--- src/idt_pkg.sv ---
// Package for the instruction decode and cycle-count block
package idt_pkg;

    // ------------------------------------------------------------
    // Operation classes
    // ------------------------------------------------------------
    typedef enum logic [3:0] {
        IDT_OP_NOP,
        IDT_OP_ARITH,
        IDT_OP_LOGIC,
        IDT_OP_ROTATE,
        IDT_OP_MOVE,
        IDT_OP_CODE_READ,
        IDT_OP_XDATA_READ,
        IDT_OP_XDATA_WRITE,
        IDT_OP_STACK,
        IDT_OP_EXCHANGE,
        IDT_OP_JUMP,
        IDT_OP_COND_JUMP,
        IDT_OP_CALL_RET,
        IDT_OP_BOOLEAN,
        IDT_OP_MULDIV,
        IDT_OP_INCDEC
    } idt_op_class_t;

    // ------------------------------------------------------------
    // Decode result
    // ------------------------------------------------------------
    typedef struct packed {
        idt_op_class_t op_class;
        logic [1:0] length;
        logic [2:0] cycles;
    } idt_decode_t;

    // Fetch stream byte
    typedef struct packed {
        logic valid;
        logic [7:0] data;
    } idt_fetch_t;

    // ------------------------------------------------------------
    // Constants
    // ------------------------------------------------------------
    localparam logic [7:0] IDT_INTERFACE_CONTROL_REGISTER_ADDR = 8'h8F;
    localparam int IDT_ONE_CLK_BIT = 7;
    localparam logic [1:0] IDT_LEN_1 = 2'h1;
    localparam logic [1:0] IDT_LEN_2 = 2'h2;
    localparam logic [1:0] IDT_LEN_3 = 2'h3;
    localparam logic [2:0] IDT_CYC_1 = 3'h1;
    localparam logic [2:0] IDT_CYC_2 = 3'h2;
    localparam logic [2:0] IDT_CYC_3 = 3'h3;
    localparam logic [2:0] IDT_CYC_4 = 3'h4;
    localparam logic [2:0] IDT_CYC_5 = 3'h5;
    localparam logic [2:0] IDT_CYC_6 = 3'h6;
    localparam logic [2:0] IDT_CYC_MAX = 3'h6;

endpackage : idt_pkg

--- src/idt_decoder.sv ---
// Instruction decode and machine-cycle timing for the 8-bit core
// Notes on behaviour
// - standard opcode map, only cycle counts differ
// - 28-2F add register: one byte, one cycle
// - 38-3F, 98-9F: one byte, one cycle
// - indirect RAM arithmetic: one byte, two cycles
// - immediate arithmetic: two bytes, two cycles
// - 52/42/62: two bytes, three cycles
// - 53/43/63: three bytes, four cycles
// - rotates and swap: one byte, one cycle
// - A8-AF 2B/4 cycles; F8-FF 1B/2 cycles
// - A6-A7: two bytes, five cycles
// - 90: three bytes, three cycles
// - 93 and 83: one byte, three cycles
// - E0, E2-E3: one byte, three cycles
// - F0, F2-F3: one byte, four cycles
// - C0 2B/4 cycles; D0 2B/3 cycles
// - D6-D7: one byte, three cycles
// - 73: one byte, two cycles
// - 60/70/40/50: two bytes, three cycles
// - 20/30/10: three bytes, four cycles
// - compare-and-jump forms: three bytes, four cycles
// - D8-DF 2B/3 cycles; D5 3B/4 cycles
// - 82/B0/72/A0 two cycles; 92 three
// - two clocks per cycle; control bit 7 selects one
// - counts are machine cycles of mode clocks
`timescale 1ns/1ps
`default_nettype none

module idt_decoder (
    // Clock and reset
    input wire logic mclk_i,
    input wire logic rstn_i,
    // Program memory fetch stream
    input wire idt_pkg::idt_fetch_t fetch_i,
    output logic fetch_ready_o,
    // Interface control register write from the datapath
    input wire logic interface_control_register_we_i,
    input wire logic [7:0] interface_control_register_addr_i,
    input wire logic [7:0] interface_control_register_wdata_i,
    // Decode result to the datapath
    output logic decode_valid_o,
    output idt_pkg::idt_decode_t decode_o,
    output logic [7:0] opcode_o,
    output logic mcycle_tick_o,
    output logic instr_done_o,
    output logic one_clk_mode_o
);
    import idt_pkg::*;

    // ------------------------------------------------------------
    // Opcode table
    // ------------------------------------------------------------
    function automatic idt_decode_t idt_lookup(input logic [7:0] op);
        idt_decode_t d;
        d = '{op_class: IDT_OP_MOVE, length: IDT_LEN_1, cycles: IDT_CYC_1};
        if (op[3:0] == 4'h1) begin
            d = '{op_class: IDT_OP_JUMP, length: IDT_LEN_2, cycles: IDT_CYC_3};
            if (op[4]) begin
                d = '{op_class: IDT_OP_CALL_RET, length: IDT_LEN_2, cycles: IDT_CYC_6};
            end
        end else if (op[3]) begin
            // Working register forms
            unique case (op[7:4])
                4'h0, 4'h1: d = '{op_class: IDT_OP_INCDEC, length: IDT_LEN_1, cycles: IDT_CYC_2};
                4'h2, 4'h3, 4'h9: d = '{op_class: IDT_OP_ARITH, length: IDT_LEN_1,
                    cycles: IDT_CYC_1};
                4'h4, 4'h5, 4'h6: d = '{op_class: IDT_OP_LOGIC, length: IDT_LEN_1,
                    cycles: IDT_CYC_1};
                4'h7: d = '{op_class: IDT_OP_MOVE, length: IDT_LEN_2, cycles: IDT_CYC_2};
                4'h8: d = '{op_class: IDT_OP_MOVE, length: IDT_LEN_2, cycles: IDT_CYC_3};
                4'hA: d = '{op_class: IDT_OP_MOVE, length: IDT_LEN_2, cycles: IDT_CYC_4};
                4'hB: d = '{op_class: IDT_OP_COND_JUMP, length: IDT_LEN_3,
                    cycles: IDT_CYC_4};
                4'hC: d = '{op_class: IDT_OP_EXCHANGE, length: IDT_LEN_1, cycles: IDT_CYC_2};
                4'hD: d = '{op_class: IDT_OP_COND_JUMP, length: IDT_LEN_2,
                    cycles: IDT_CYC_3};
                4'hE: d = '{op_class: IDT_OP_MOVE, length: IDT_LEN_1, cycles: IDT_CYC_1};
                default: d = '{op_class: IDT_OP_MOVE, length: IDT_LEN_1,
                    cycles: IDT_CYC_2};
            endcase
        end else if (op[3:1] == 3'h3) begin
            // Indirect RAM forms
            unique case (op[7:4])
                4'h0, 4'h1: d = '{op_class: IDT_OP_INCDEC, length: IDT_LEN_1, cycles: IDT_CYC_3};
                4'h2, 4'h3, 4'h9: d = '{op_class: IDT_OP_ARITH, length: IDT_LEN_1,
                    cycles: IDT_CYC_2};
                4'h4, 4'h5, 4'h6: d = '{op_class: IDT_OP_LOGIC, length: IDT_LEN_1,
                    cycles: IDT_CYC_2};
                4'h7: d = '{op_class: IDT_OP_MOVE, length: IDT_LEN_2, cycles: IDT_CYC_3};
                4'h8: d = '{op_class: IDT_OP_MOVE, length: IDT_LEN_2, cycles: IDT_CYC_4};
                4'hA: d = '{op_class: IDT_OP_MOVE, length: IDT_LEN_2, cycles: IDT_CYC_5};
                4'hB: d = '{op_class: IDT_OP_COND_JUMP, length: IDT_LEN_3,
                    cycles: IDT_CYC_4};
                4'hC: d = '{op_class: IDT_OP_EXCHANGE, length: IDT_LEN_1, cycles: IDT_CYC_3};
                4'hD: d = '{op_class: IDT_OP_EXCHANGE, length: IDT_LEN_1,
                    cycles: IDT_CYC_3};
                4'hE: d = '{op_class: IDT_OP_MOVE, length: IDT_LEN_1, cycles: IDT_CYC_2};
                default: d = '{op_class: IDT_OP_MOVE, length: IDT_LEN_1, cycles: IDT_CYC_3};
            endcase
        end else begin
            unique case (op)
                8'h00: d = '{op_class: IDT_OP_NOP, length: IDT_LEN_1, cycles: IDT_CYC_1};
                8'h02: d = '{op_class: IDT_OP_JUMP, length: IDT_LEN_3, cycles: IDT_CYC_4};
                8'h12: d = '{op_class: IDT_OP_CALL_RET, length: IDT_LEN_3, cycles: IDT_CYC_6};
                8'h22, 8'h32: d = '{op_class: IDT_OP_CALL_RET, length: IDT_LEN_1,
                    cycles: IDT_CYC_4};
                8'h03, 8'h13, 8'h23, 8'h33, 8'hC4: d = '{op_class: IDT_OP_ROTATE,
                    length: IDT_LEN_1, cycles: IDT_CYC_1};
                8'h04, 8'h14, 8'hA3: d = '{op_class: IDT_OP_INCDEC, length: IDT_LEN_1,
                    cycles: IDT_CYC_1};
                8'h05, 8'h15: d = '{op_class: IDT_OP_INCDEC, length: IDT_LEN_2,
                    cycles: IDT_CYC_3};
                8'h24, 8'h34, 8'h94: d = '{op_class: IDT_OP_ARITH, length: IDT_LEN_2,
                    cycles: IDT_CYC_2};
                8'h25, 8'h35, 8'h95: d = '{op_class: IDT_OP_ARITH, length: IDT_LEN_2,
                    cycles: IDT_CYC_2};
                8'h42, 8'h52, 8'h62: d = '{op_class: IDT_OP_LOGIC, length: IDT_LEN_2,
                    cycles: IDT_CYC_3};
                8'h43, 8'h53, 8'h63: d = '{op_class: IDT_OP_LOGIC, length: IDT_LEN_3,
                    cycles: IDT_CYC_4};
                8'h44, 8'h45, 8'h54, 8'h55, 8'h64, 8'h65: d = '{op_class: IDT_OP_LOGIC,
                    length: IDT_LEN_2, cycles: IDT_CYC_2};
                8'hE4, 8'hF4: d = '{op_class: IDT_OP_LOGIC, length: IDT_LEN_1,
                    cycles: IDT_CYC_1};
                8'hD4: d = '{op_class: IDT_OP_ARITH, length: IDT_LEN_1, cycles: IDT_CYC_1};
                8'hA4, 8'h84: d = '{op_class: IDT_OP_MULDIV, length: IDT_LEN_1,
                    cycles: IDT_CYC_5};
                8'h74, 8'hE5: d = '{op_class: IDT_OP_MOVE, length: IDT_LEN_2, cycles: IDT_CYC_2};
                8'hF5: d = '{op_class: IDT_OP_MOVE, length: IDT_LEN_2, cycles: IDT_CYC_3};
                8'h85: d = '{op_class: IDT_OP_MOVE, length: IDT_LEN_3, cycles: IDT_CYC_4};
                8'h75: d = '{op_class: IDT_OP_MOVE, length: IDT_LEN_3, cycles: IDT_CYC_3};
                8'h90: d = '{op_class: IDT_OP_MOVE, length: IDT_LEN_3, cycles: IDT_CYC_3};
                8'h93, 8'h83: d = '{op_class: IDT_OP_CODE_READ, length: IDT_LEN_1,
                    cycles: IDT_CYC_3};
                8'hE0, 8'hE2, 8'hE3: d = '{op_class: IDT_OP_XDATA_READ, length: IDT_LEN_1,
                    cycles: IDT_CYC_3};
                8'hF0, 8'hF2, 8'hF3: d = '{op_class: IDT_OP_XDATA_WRITE, length: IDT_LEN_1,
                    cycles: IDT_CYC_4};
                8'hC0: d = '{op_class: IDT_OP_STACK, length: IDT_LEN_2, cycles: IDT_CYC_4};
                8'hD0: d = '{op_class: IDT_OP_STACK, length: IDT_LEN_2, cycles: IDT_CYC_3};
                8'hC5: d = '{op_class: IDT_OP_EXCHANGE, length: IDT_LEN_2, cycles: IDT_CYC_3};
                8'h73: d = '{op_class: IDT_OP_JUMP, length: IDT_LEN_1, cycles: IDT_CYC_2};
                8'h80: d = '{op_class: IDT_OP_JUMP, length: IDT_LEN_2, cycles: IDT_CYC_3};
                8'h40, 8'h50, 8'h60, 8'h70: d = '{op_class: IDT_OP_COND_JUMP,
                    length: IDT_LEN_2, cycles: IDT_CYC_3};
                8'h10, 8'h20, 8'h30: d = '{op_class: IDT_OP_COND_JUMP, length: IDT_LEN_3,
                    cycles: IDT_CYC_4};
                8'hB4, 8'hB5, 8'hD5: d = '{op_class: IDT_OP_COND_JUMP, length: IDT_LEN_3,
                    cycles: IDT_CYC_4};
                8'hC3, 8'hD3, 8'hB3: d = '{op_class: IDT_OP_BOOLEAN, length: IDT_LEN_1,
                    cycles: IDT_CYC_1};
                8'hC2, 8'hD2, 8'hB2, 8'h92: d = '{op_class: IDT_OP_BOOLEAN,
                    length: IDT_LEN_2, cycles: IDT_CYC_3};
                8'h82, 8'hB0, 8'h72, 8'hA0, 8'hA2: d = '{op_class: IDT_OP_BOOLEAN,
                    length: IDT_LEN_2, cycles: IDT_CYC_2};
                default: d = '{op_class: IDT_OP_NOP, length: IDT_LEN_1, cycles: IDT_CYC_1};
            endcase
        end
        return d;
    endfunction : idt_lookup

    // ------------------------------------------------------------
    // Sequencer
    // ------------------------------------------------------------
    typedef enum logic [1:0] {
        IDT_ST_OPCODE,
        IDT_ST_OPERAND,
        IDT_ST_EXECUTE
    } idt_state_t;

    idt_state_t state;
    idt_state_t next_state;
    idt_decode_t cur;
    idt_decode_t next_cur;
    logic [7:0] opcode;
    logic [7:0] next_opcode;
    logic [1:0] bytes_got;
    logic [1:0] next_bytes_got;
    logic [2:0] cyc_done;
    logic [2:0] next_cyc_done;
    logic phase;
    logic next_phase;
    logic one_clk;
    logic next_one_clk;
    logic dec_valid;
    logic next_dec_valid;
    logic done;
    logic next_done;
    logic tick;
    logic next_tick;
    logic ready;
    logic next_ready;
    logic tick_now;
    logic take;

    always_comb begin
        tick_now = one_clk | phase;
        take = fetch_i.valid & ready;
        next_phase = one_clk ? 1'b0 : ~phase;
        next_one_clk = one_clk;
        if (interface_control_register_we_i && interface_control_register_addr_i == IDT_INTERFACE_CONTROL_REGISTER_ADDR) begin
            next_one_clk = interface_control_register_wdata_i[IDT_ONE_CLK_BIT];
        end
        next_state = state;
        next_cur = cur;
        next_opcode = opcode;
        next_bytes_got = bytes_got;
        next_cyc_done = cyc_done;
        next_dec_valid = 1'b0;
        next_done = 1'b0;
        next_tick = tick_now;
        next_ready = ready;
        case (state)
            IDT_ST_OPCODE: begin
                next_cyc_done = '0;
                next_ready = 1'b1;
                if (take) begin
                    next_cur = idt_lookup(fetch_i.data);
                    next_opcode = fetch_i.data;
                    next_bytes_got = IDT_LEN_1;
                    next_dec_valid = 1'b1;
                    if (next_cur.length == IDT_LEN_1) begin
                        next_state = IDT_ST_EXECUTE;
                        next_ready = 1'b0;
                    end else begin
                        next_state = IDT_ST_OPERAND;
                    end
                    if (tick_now) begin
                        next_cyc_done = 3'h1;
                    end
                end
            end
            IDT_ST_OPERAND: begin
                if (tick_now && cyc_done != IDT_CYC_MAX) begin
                    next_cyc_done = cyc_done + 3'h1;
                end
                if (take) begin
                    next_bytes_got = bytes_got + 2'h1;
                    if (next_bytes_got == cur.length) begin
                        next_state = IDT_ST_EXECUTE;
                        next_ready = 1'b0;
                    end
                end
            end
            IDT_ST_EXECUTE: begin
                next_ready = 1'b0;
                if (tick_now) begin
                    next_cyc_done = cyc_done + 3'h1;
                end
                if (next_cyc_done >= cur.cycles) begin
                    next_state = IDT_ST_OPCODE;
                    next_done = 1'b1;
                    next_ready = 1'b1;
                end
            end
            default: begin
                next_state = IDT_ST_OPCODE;
                next_ready = 1'b1;
            end
        endcase
    end

    always_ff @(posedge mclk_i or negedge rstn_i) begin
        if (!rstn_i) begin
            state <= IDT_ST_OPCODE;
            cur <= '{op_class: IDT_OP_NOP, length: IDT_LEN_1, cycles: IDT_CYC_1};
            opcode <= '0;
            bytes_got <= '0;
            cyc_done <= '0;
            phase <= 1'b0;
            one_clk <= 1'b0;
            dec_valid <= 1'b0;
            done <= 1'b0;
            tick <= 1'b0;
            ready <= 1'b0;
        end else begin
            state <= next_state;
            cur <= next_cur;
            opcode <= next_opcode;
            bytes_got <= next_bytes_got;
            cyc_done <= next_cyc_done;
            phase <= next_phase;
            one_clk <= next_one_clk;
            dec_valid <= next_dec_valid;
            done <= next_done;
            tick <= next_tick;
            ready <= next_ready;
        end
    end

    assign fetch_ready_o = ready;
    assign decode_valid_o = dec_valid;
    assign decode_o = cur;
    assign opcode_o = opcode;
    assign mcycle_tick_o = tick;
    assign instr_done_o = done;
    assign one_clk_mode_o = one_clk;

endmodule : idt_decoder

`default_nettype wire

--- config.mk ---
export PLATFORM = sky130hd
export DESIGN_NAME = idt_decoder
export DESIGN_NICKNAME = d
export VERILOG_FILES = /design/src/idt_pkg.sv /design/src/idt_decoder.sv
export SDC_FILE = /design/constraint.sdc
export NUM_CORES = 1
export LEC_CHECK = 0
export ABC_CLOCK_PERIOD_IN_PS = 2850
export BUFFER_PORTS_ARGS = -buffer_cell sky130_fd_sc_hd__buf_4
export CORE_UTILIZATION = 58
export CTS_BUF_LIST = sky130_fd_sc_hd__clkbuf_4 sky130_fd_sc_hd__clkbuf_8 sky130_fd_sc_hd__clkbuf_16
export CTS_CLUSTER_DIAMETER = 150
export CTS_CLUSTER_SIZE = 25
export DETAILED_ROUTE_END_ITERATION = 16
export PLACE_DENSITY_LB_ADDON = 0.12
export REMOVE_ABC_BUFFERS = 1
export SLEW_MARGIN = 20
export SYNTH_ARGS = -nofsm -noshare
export SYNTH_HDL_FRONTEND = slang
export SYNTH_SLANG_ARGS = --single-unit
--- constraint.sdc ---
create_clock -name mclk_i -period 2.85 [get_ports mclk_i]
set_input_delay 0.4275 -clock mclk_i [delete_from_list [all_inputs] [get_ports mclk_i]]
set_output_delay 0.4275 -clock mclk_i [all_outputs]
set_load 0.005 [all_outputs]
Word-level counts from Yosys, hierarchy flattened
Memories as Yosys holds them, arrays and structs flattened.
Index checks and enable logic that the tools add are counted.
Widths: inputs -> output; s select.
- equality and inequality tests: 13
- reductions and logical operators: 10
- bitwise operators: 3
- add/subtract/negate cells: 2
- $lt $le $gt $ge: 1
- muxes and demuxes: 31
- operators by type and width (kind ; number):
    $mux 9 ; 5
    $mux 2 ; 7
    $mux 1 ; 11
    $ne 2x2->1 const B ; 5
    $mux 3 ; 3
    $pmux 3 s3 ; 1
    $eq 8x8->1 const B ; 1
    $mux 8 ; 1
    $pmux 2 s3 ; 1
    $reduce_and 2->1 ; 3
    $eq 2x1->1 const B ; 2
    $eq 4x1->1 const B ; 1
    $pmux 2 s2 ; 1
    $reduce_and 4->1 ; 1
    $add 3x1->3 const B ; 1
    $eq 3x2->1 const B ; 1
    $ge 3x3->1 ; 1
    $ne 3x3->1 const B ; 1
    $pmux 1 s3 ; 1
    $reduce_and 3->1 ; 1
    $reduce_bool 3->1 ; 1
    $add 2x1->2 const B ; 1
    $eq 2x2->1 ; 1
    $eq 2x2->1 const B ; 1
    6 further kinds ; 7
- bits in read-only memories: 2592
- logic and storage cells: 76
- memories: 3
- register bits after elaboration: 30
- input bits: 28
- output and inout bits: 22
- memory list (name ; depth ; width ; rd ports ; clocked after Yosys merged registers in ; write ports ; line ; text):
    (no name shown) ; 256 ; 9 ; 1 ; 0 ; 0 ; idt_decoder.sv:102 ; unique case (op)
    (no name shown) ; 16 ; 9 ; 1 ; 0 ; 0 ; idt_decoder.sv:64 ; unique case (op[7:4])
    (no name shown) ; 16 ; 9 ; 1 ; 0 ; 0 ; idt_decoder.sv:84 ; unique case (op[7:4])

Depth between registers and ports, before layout
- word-level depth: 10
- gate-level depth with buffers: 11
- mapped depth without buffers: 10

Worst setup path before layout
No wires, ideal clock.
- path type: reg-to-reg
- start point: reg one_clk (netlist: one_clk_mode_o)
- end point: reg state[1]
- path slack: 0.497 ns
- required time: 2.722 ns
- buffers on the path: 1
- library setup time: 0.128 ns
- arrival: 2.224 ns
- clock period less this slack: 2.353 ns
- stages on the path, launching flop included: 12
- path through: dfrtp_1 -> or2_2 -> clkbuf_1 -> inv_1 -> xnor2_1 -> ha_1 -> nand2b_1 -> a21o_1 -> a21oi_1 -> a21o_1 -> mux2i_1 -> o31ai_2
- longest elaborated chain between the ends: 6
- RTL lines (item ; line ; text):
    start: declaration ; idt_decoder.sv:184 ; logic one_clk;
    start signal: assignment ; idt_decoder.sv:284 ; one_clk <= next_one_clk;
    $or 1x1->1 ; idt_decoder.sv:198 ; tick_now = one_clk | phase;
    net next_tick ; idt_decoder.sv:191 ; logic next_tick;
    $mux 3 ; idt_decoder.sv:248 ; if (tick_now) begin
    $mux 3 ; idt_decoder.sv:214 ; case (state)
    $ge 3x3->1 ; idt_decoder.sv:251 ; if (next_cyc_done >= cur.cycles) begin
    $ne 2x2->1 (no line) ; n/a ;
    $reduce_and 4->1 (no line) ; n/a ;
    end signal: assignment ; idt_decoder.sv:278 ; state <= next_state;
    end: declaration ; idt_decoder.sv:172 ; idt_state_t state;
The timed path passes the listed nets, and every way through them passes these cells. The select of a mux whose other input is x is not followed.
A chain may end at the register's enable or synchronous reset.

Worst setup path after layout
- start point: reg one_clk (netlist: one_clk_mode_o)
- end point: reg state[1]
- longest elaborated chain between the ends: 6
- RTL lines (item ; line):
    $or 1x1->1 ; idt_decoder.sv:198
    $mux 3 ; idt_decoder.sv:248
    $mux 3 ; idt_decoder.sv:214
    $ge 3x3->1 ; idt_decoder.sv:251
    $ne 2x2->1 (no line) ; n/a
    $reduce_and 4->1 (no line) ; n/a
No other way between the ends. The select of a mux whose other input is x is not followed.

==> summary.txt <==
STATUS
--------------------------------------------------------------------------------------------------
Result of the run                                                                     finished clean

POWER
--------------------------------------------------------------------------------------------------
Static power due to leakage                                                                1.63 nW
Internal                                                                                   1.56 mW
Sw Pwr                                                                                    0.919 mW
Power share of the combinational group                                                       48.3%
Peak ir drop on the vdd network                                                           0.602 mV
Clock network power share                                                                    21.5%
Fraction of power spent switching nets                                                       37.0%
Areal power density over the cells                                                      680 mW/mm²
Power share of the sequential group                                                          30.2%

STA
--------------------------------------------------------------------------------------------------
Setup Viol. Count Final                                                                          0
Max Freq                                                                                   398 MHz
Min cycle time layout                                                                      2510 ps
Count of pins over their slew limit                                                              0
Total negative slack                                                                          0 ps
Final worst path period share                                                                88.1%
RSZ-0062 raised after global routing                                                            no
Remaining max-slew budget at the tightest pin                                                71.4%
Clock skew                                                                                 8.55 ps
Final-report hold violation count                                                                0
Slew at the pin with the worst max-slew slack                                               429 ps
Worst hold-check slack                                                                     65.2 ps

JOB
--------------------------------------------------------------------------------------------------
Count of maximum capacitance violations                                                          0

LOGIC SYNTHESIS
--------------------------------------------------------------------------------------------------
Biggest area contributors in the synthesized netlist                                  dfrtp_1, ha_1, a21oi_1
Total number of yosys warnings                                                                   0
Post-synthesis sequential area ratio                                                         23.6%
Share of flip-flops with an asynchronous set or reset                                         100%
Flip-flop and latch count after synthesis                                                       30
Unique masters post-synth                                                                       67
EDFF count, synth                                                                                0
Number of cells produced by synthesis                                                          408
Library cell with the largest summed area after synthesis                                  dfrtp_1
Top cell type's share of synthesized area                                                    22.0%
Combined area of all synthesized cells                                                 0.00319 mm²
Predominant post-synthesis flop cell                                                       dfrtp_1
Mapped Avg Cell Area                                                                      7.81 µm²

ROUTING
--------------------------------------------------------------------------------------------------
Per-cell routed wire length                                                                17.1 µm
Met1 wire length                                                                           3730 µm
Number of detailed-route iterations in the first pass                                            6
Wirelength, routed                                                                         8670 µm
Vias                                                                                         3,306
Initial detailed-routing violation count                                                       379
Met3 wire length                                                                            886 µm
Highest metal layer with signal wires                                                         met4
Remaining routing DRC violations                                                                 0
Routed met2 length                                                                         3760 µm
Avg Vias per Cell                                                                             6.53
ANT nets after route                                                                             0

SETUP PATH
--------------------------------------------------------------------------------------------------
Ordered list of cells on the worst path                                               or2_2, inv_1, xnor2_1, ha_1, nand2b_1, a21o_1, a21oi_1, a21o_1, mux2i_1, o31ai_2
Worst Setup SP                                                                        one_clk_mode_o
Critical register-to-register path startpoint                                         one_clk_mode_o
Crit path max-delay cell type                                                              dfrtp_1
Required time worst endpoint                                                               3020 ps
Crit start category                                                                      flip-flop
Max Fanout on Critical Path                                                                      7
Critical path's largest stage delay                                                         380 ps
Buf+Inv Stages, Crit Path                                                                        1
Signal arrival time at the worst endpoint                                                  2670 ps
Cell repeated most along the worst path                                                     a21o_1
Largest delay share family, worst path                                                compound AO/OA/AOI/OAI gates
Sort of element at the end of the critical path                                          flip-flop
Category of the most critical setup path                                              flip-flop to flip-flop

FINAL LAYOUT
--------------------------------------------------------------------------------------------------
# diodes                                                                                         0
Final Net Count                                                                                490
Fillers                                                                                        438
Synth-to-layout area growth                                                                  14.5%
Fraction of final layout cells sized beyond drive strength 1                                 18.6%
Core Util, Final                                                                             70.1%
Commonest non-fill, non-tap cell in the layout                                               buf_4
FF/Latch Area                                                                              753 µm²
Highest-count cells in the layout ignoring fill and taps                              buf_4, nand2_1, a21oi_1, dfrtp_1, ha_1
Multi-input gate area in the final layout                                              0.00218 mm²
Final instance count without filler cells                                                      506

DIE
--------------------------------------------------------------------------------------------------
Die span in y                                                                              76.1 µm
I/O pin count                                                                                   50
Core Area                                                                              0.00520 mm²
Placement row count                                                                             26
Die X                                                                                      76.1 µm
Initial core utilization                                                                     61.2%
Die Footprint                                                                          0.00580 mm²

GRT
--------------------------------------------------------------------------------------------------
Antenna violations before repair                                                                 0
Grt total ovfl                                                                                   0
Pin count of the biggest net entering global routing                                            45
Combined global-route utilization of all metal layers                                        30.7%
Global-route wire length before repair                                                   14,500 µm
Vias in the first global route                                                               2,920

CLOCK NETWORK
--------------------------------------------------------------------------------------------------
Clock transition time at the flip-flop clock pins of the worst setup and hold paths          70 ps
Total clock sinks                                                                               30
Cell at the root of the clock tree                                                        clkbuf_8
Post-cts gate resize count                                                                       0
TritonCTS buffer count                                                                           5
Clock latency reported for the late side of the worst-skew pair                             280 ps
Hold-fix buffers at CTS                                                                          0
Post CTS Setup Buffer Count                                                                      0
Maximum level of the CTS H-tree                                                                  2
Maximum buffer depth of the clock tree                                                           2
Clock tree from TritonCTS                                                                     done

PLACE
--------------------------------------------------------------------------------------------------
GP Congestion                                                                                0.951
Number of cells after detailed placement                                                       498
Number of port buffers                                                                          42
DPL Wire Length                                                                            6190 µm

MIN PATH
--------------------------------------------------------------------------------------------------
Kind of path behind the tightest hold check                                           input pin to asynchronous set/reset pin

power groups by stage:
| stage | Combinational (mW) | Sequential (mW) | Clock, mW |
|---|---|---|---|
| after floorplan | 0.705 | 0.747 | 0 |
| after global placement | 1.15 | 0.748 | 0 |
| after detailed placement | 1.18 | 0.756 | 0 |
| after CTS | 1.19 | 0.750 | 0.540 |
| after global routing | 1.33 | 0.779 | 0.557 |
| final | 1.20 | 0.749 | 0.535 |
metrics by stage:
stage	cell area, µm²	power [mW]	setup slack [ps]
after floorplan	3010	1.45	587
after global placement	3510	1.90	307
after detailed placement	3510	1.94	317
after CTS	3650	2.48	335
after global routing	3650	2.67	221
final	3650	2.48	340
sequential cells by signal, indices dropped and copies added, names as in the netlist:
signal	cells
decode_o	9
opcode_o	8
cyc_done	3
bytes_got	2
state	2
decode_valid_o	1
fetch_ready_o	1
instr_done_o	1
mcycle_tick_o	1
one_clk_mode_o	1
phase	1
final cells by class:
class,instances,share of cell area (%)
Inverter,21,2.16
Multi-Input combinational cell,323,59.8
Timing Repair Buffer,54,11.1
Clock inverter,2,1.65
Clock buffer,6,2.26
Tap cell,70,2.40
Sequential cell,30,20.6
metal layers:
metal / GRT usage (%) / up-vias
li1: - / 1570
met1: 44.5 / 1500
met2: 46.3 / 200
met3: 5.15 / 36
met4: 10.2 / 0
met5: 0 / -
Yosys cell counts (all sizes together) (4+ instances only):
cell type / instances
a31o: 4
nand3: 14
clkbuf: 10
o21ai: 31
a311oi: 4
nor3: 11
a21o: 4
or2: 4
a211oi: 9
dfrtp: 28
xnor2: 4
a21oi: 36
inv: 21
mux2i: 8
o22ai: 4
nand2: 45
nor2: 19
o221ai: 4
buf: 24
o211ai: 10
nand2b: 10
nor2b: 8
ha: 27
a31oi: 10
o31ai: 6
final timing paths:
path	to	slack [ps]	cells after the start
worst max-delay path	state[1]	340	10
worst min-delay path	mcycle_tick_o	70	1
worst max register to register	state[1]	340	10
worst min register to register	opcode_o[5]	480	2
max in group asynchronous	decode_o[0]	2480	1
min in group mclk_i	one_clk_mode_o	380	2
cell families (layout without fill, tap and decap cells):
| group | count (synthesis) | after routing | share of synthesized area [%] |
|---|---|---|---|
| AO/OA/AOI/OAI | 150 | 150 | 32.0 |
| AND/OR/NAND/NOR | 130 | 130 | 20.5 |
| buffers and inverters | 55 | 83 | 7.89 |
| flip-flops | 30 | 30 | 23.6 |
| adder cells (fa/ha/maj) | 27 | 27 | 10.6 |
| multiplexers | 12 | 12 | 4.28 |
| XOR/XNOR | 4 | 4 | 1.10 |
(Power assumes the default switching activity.)
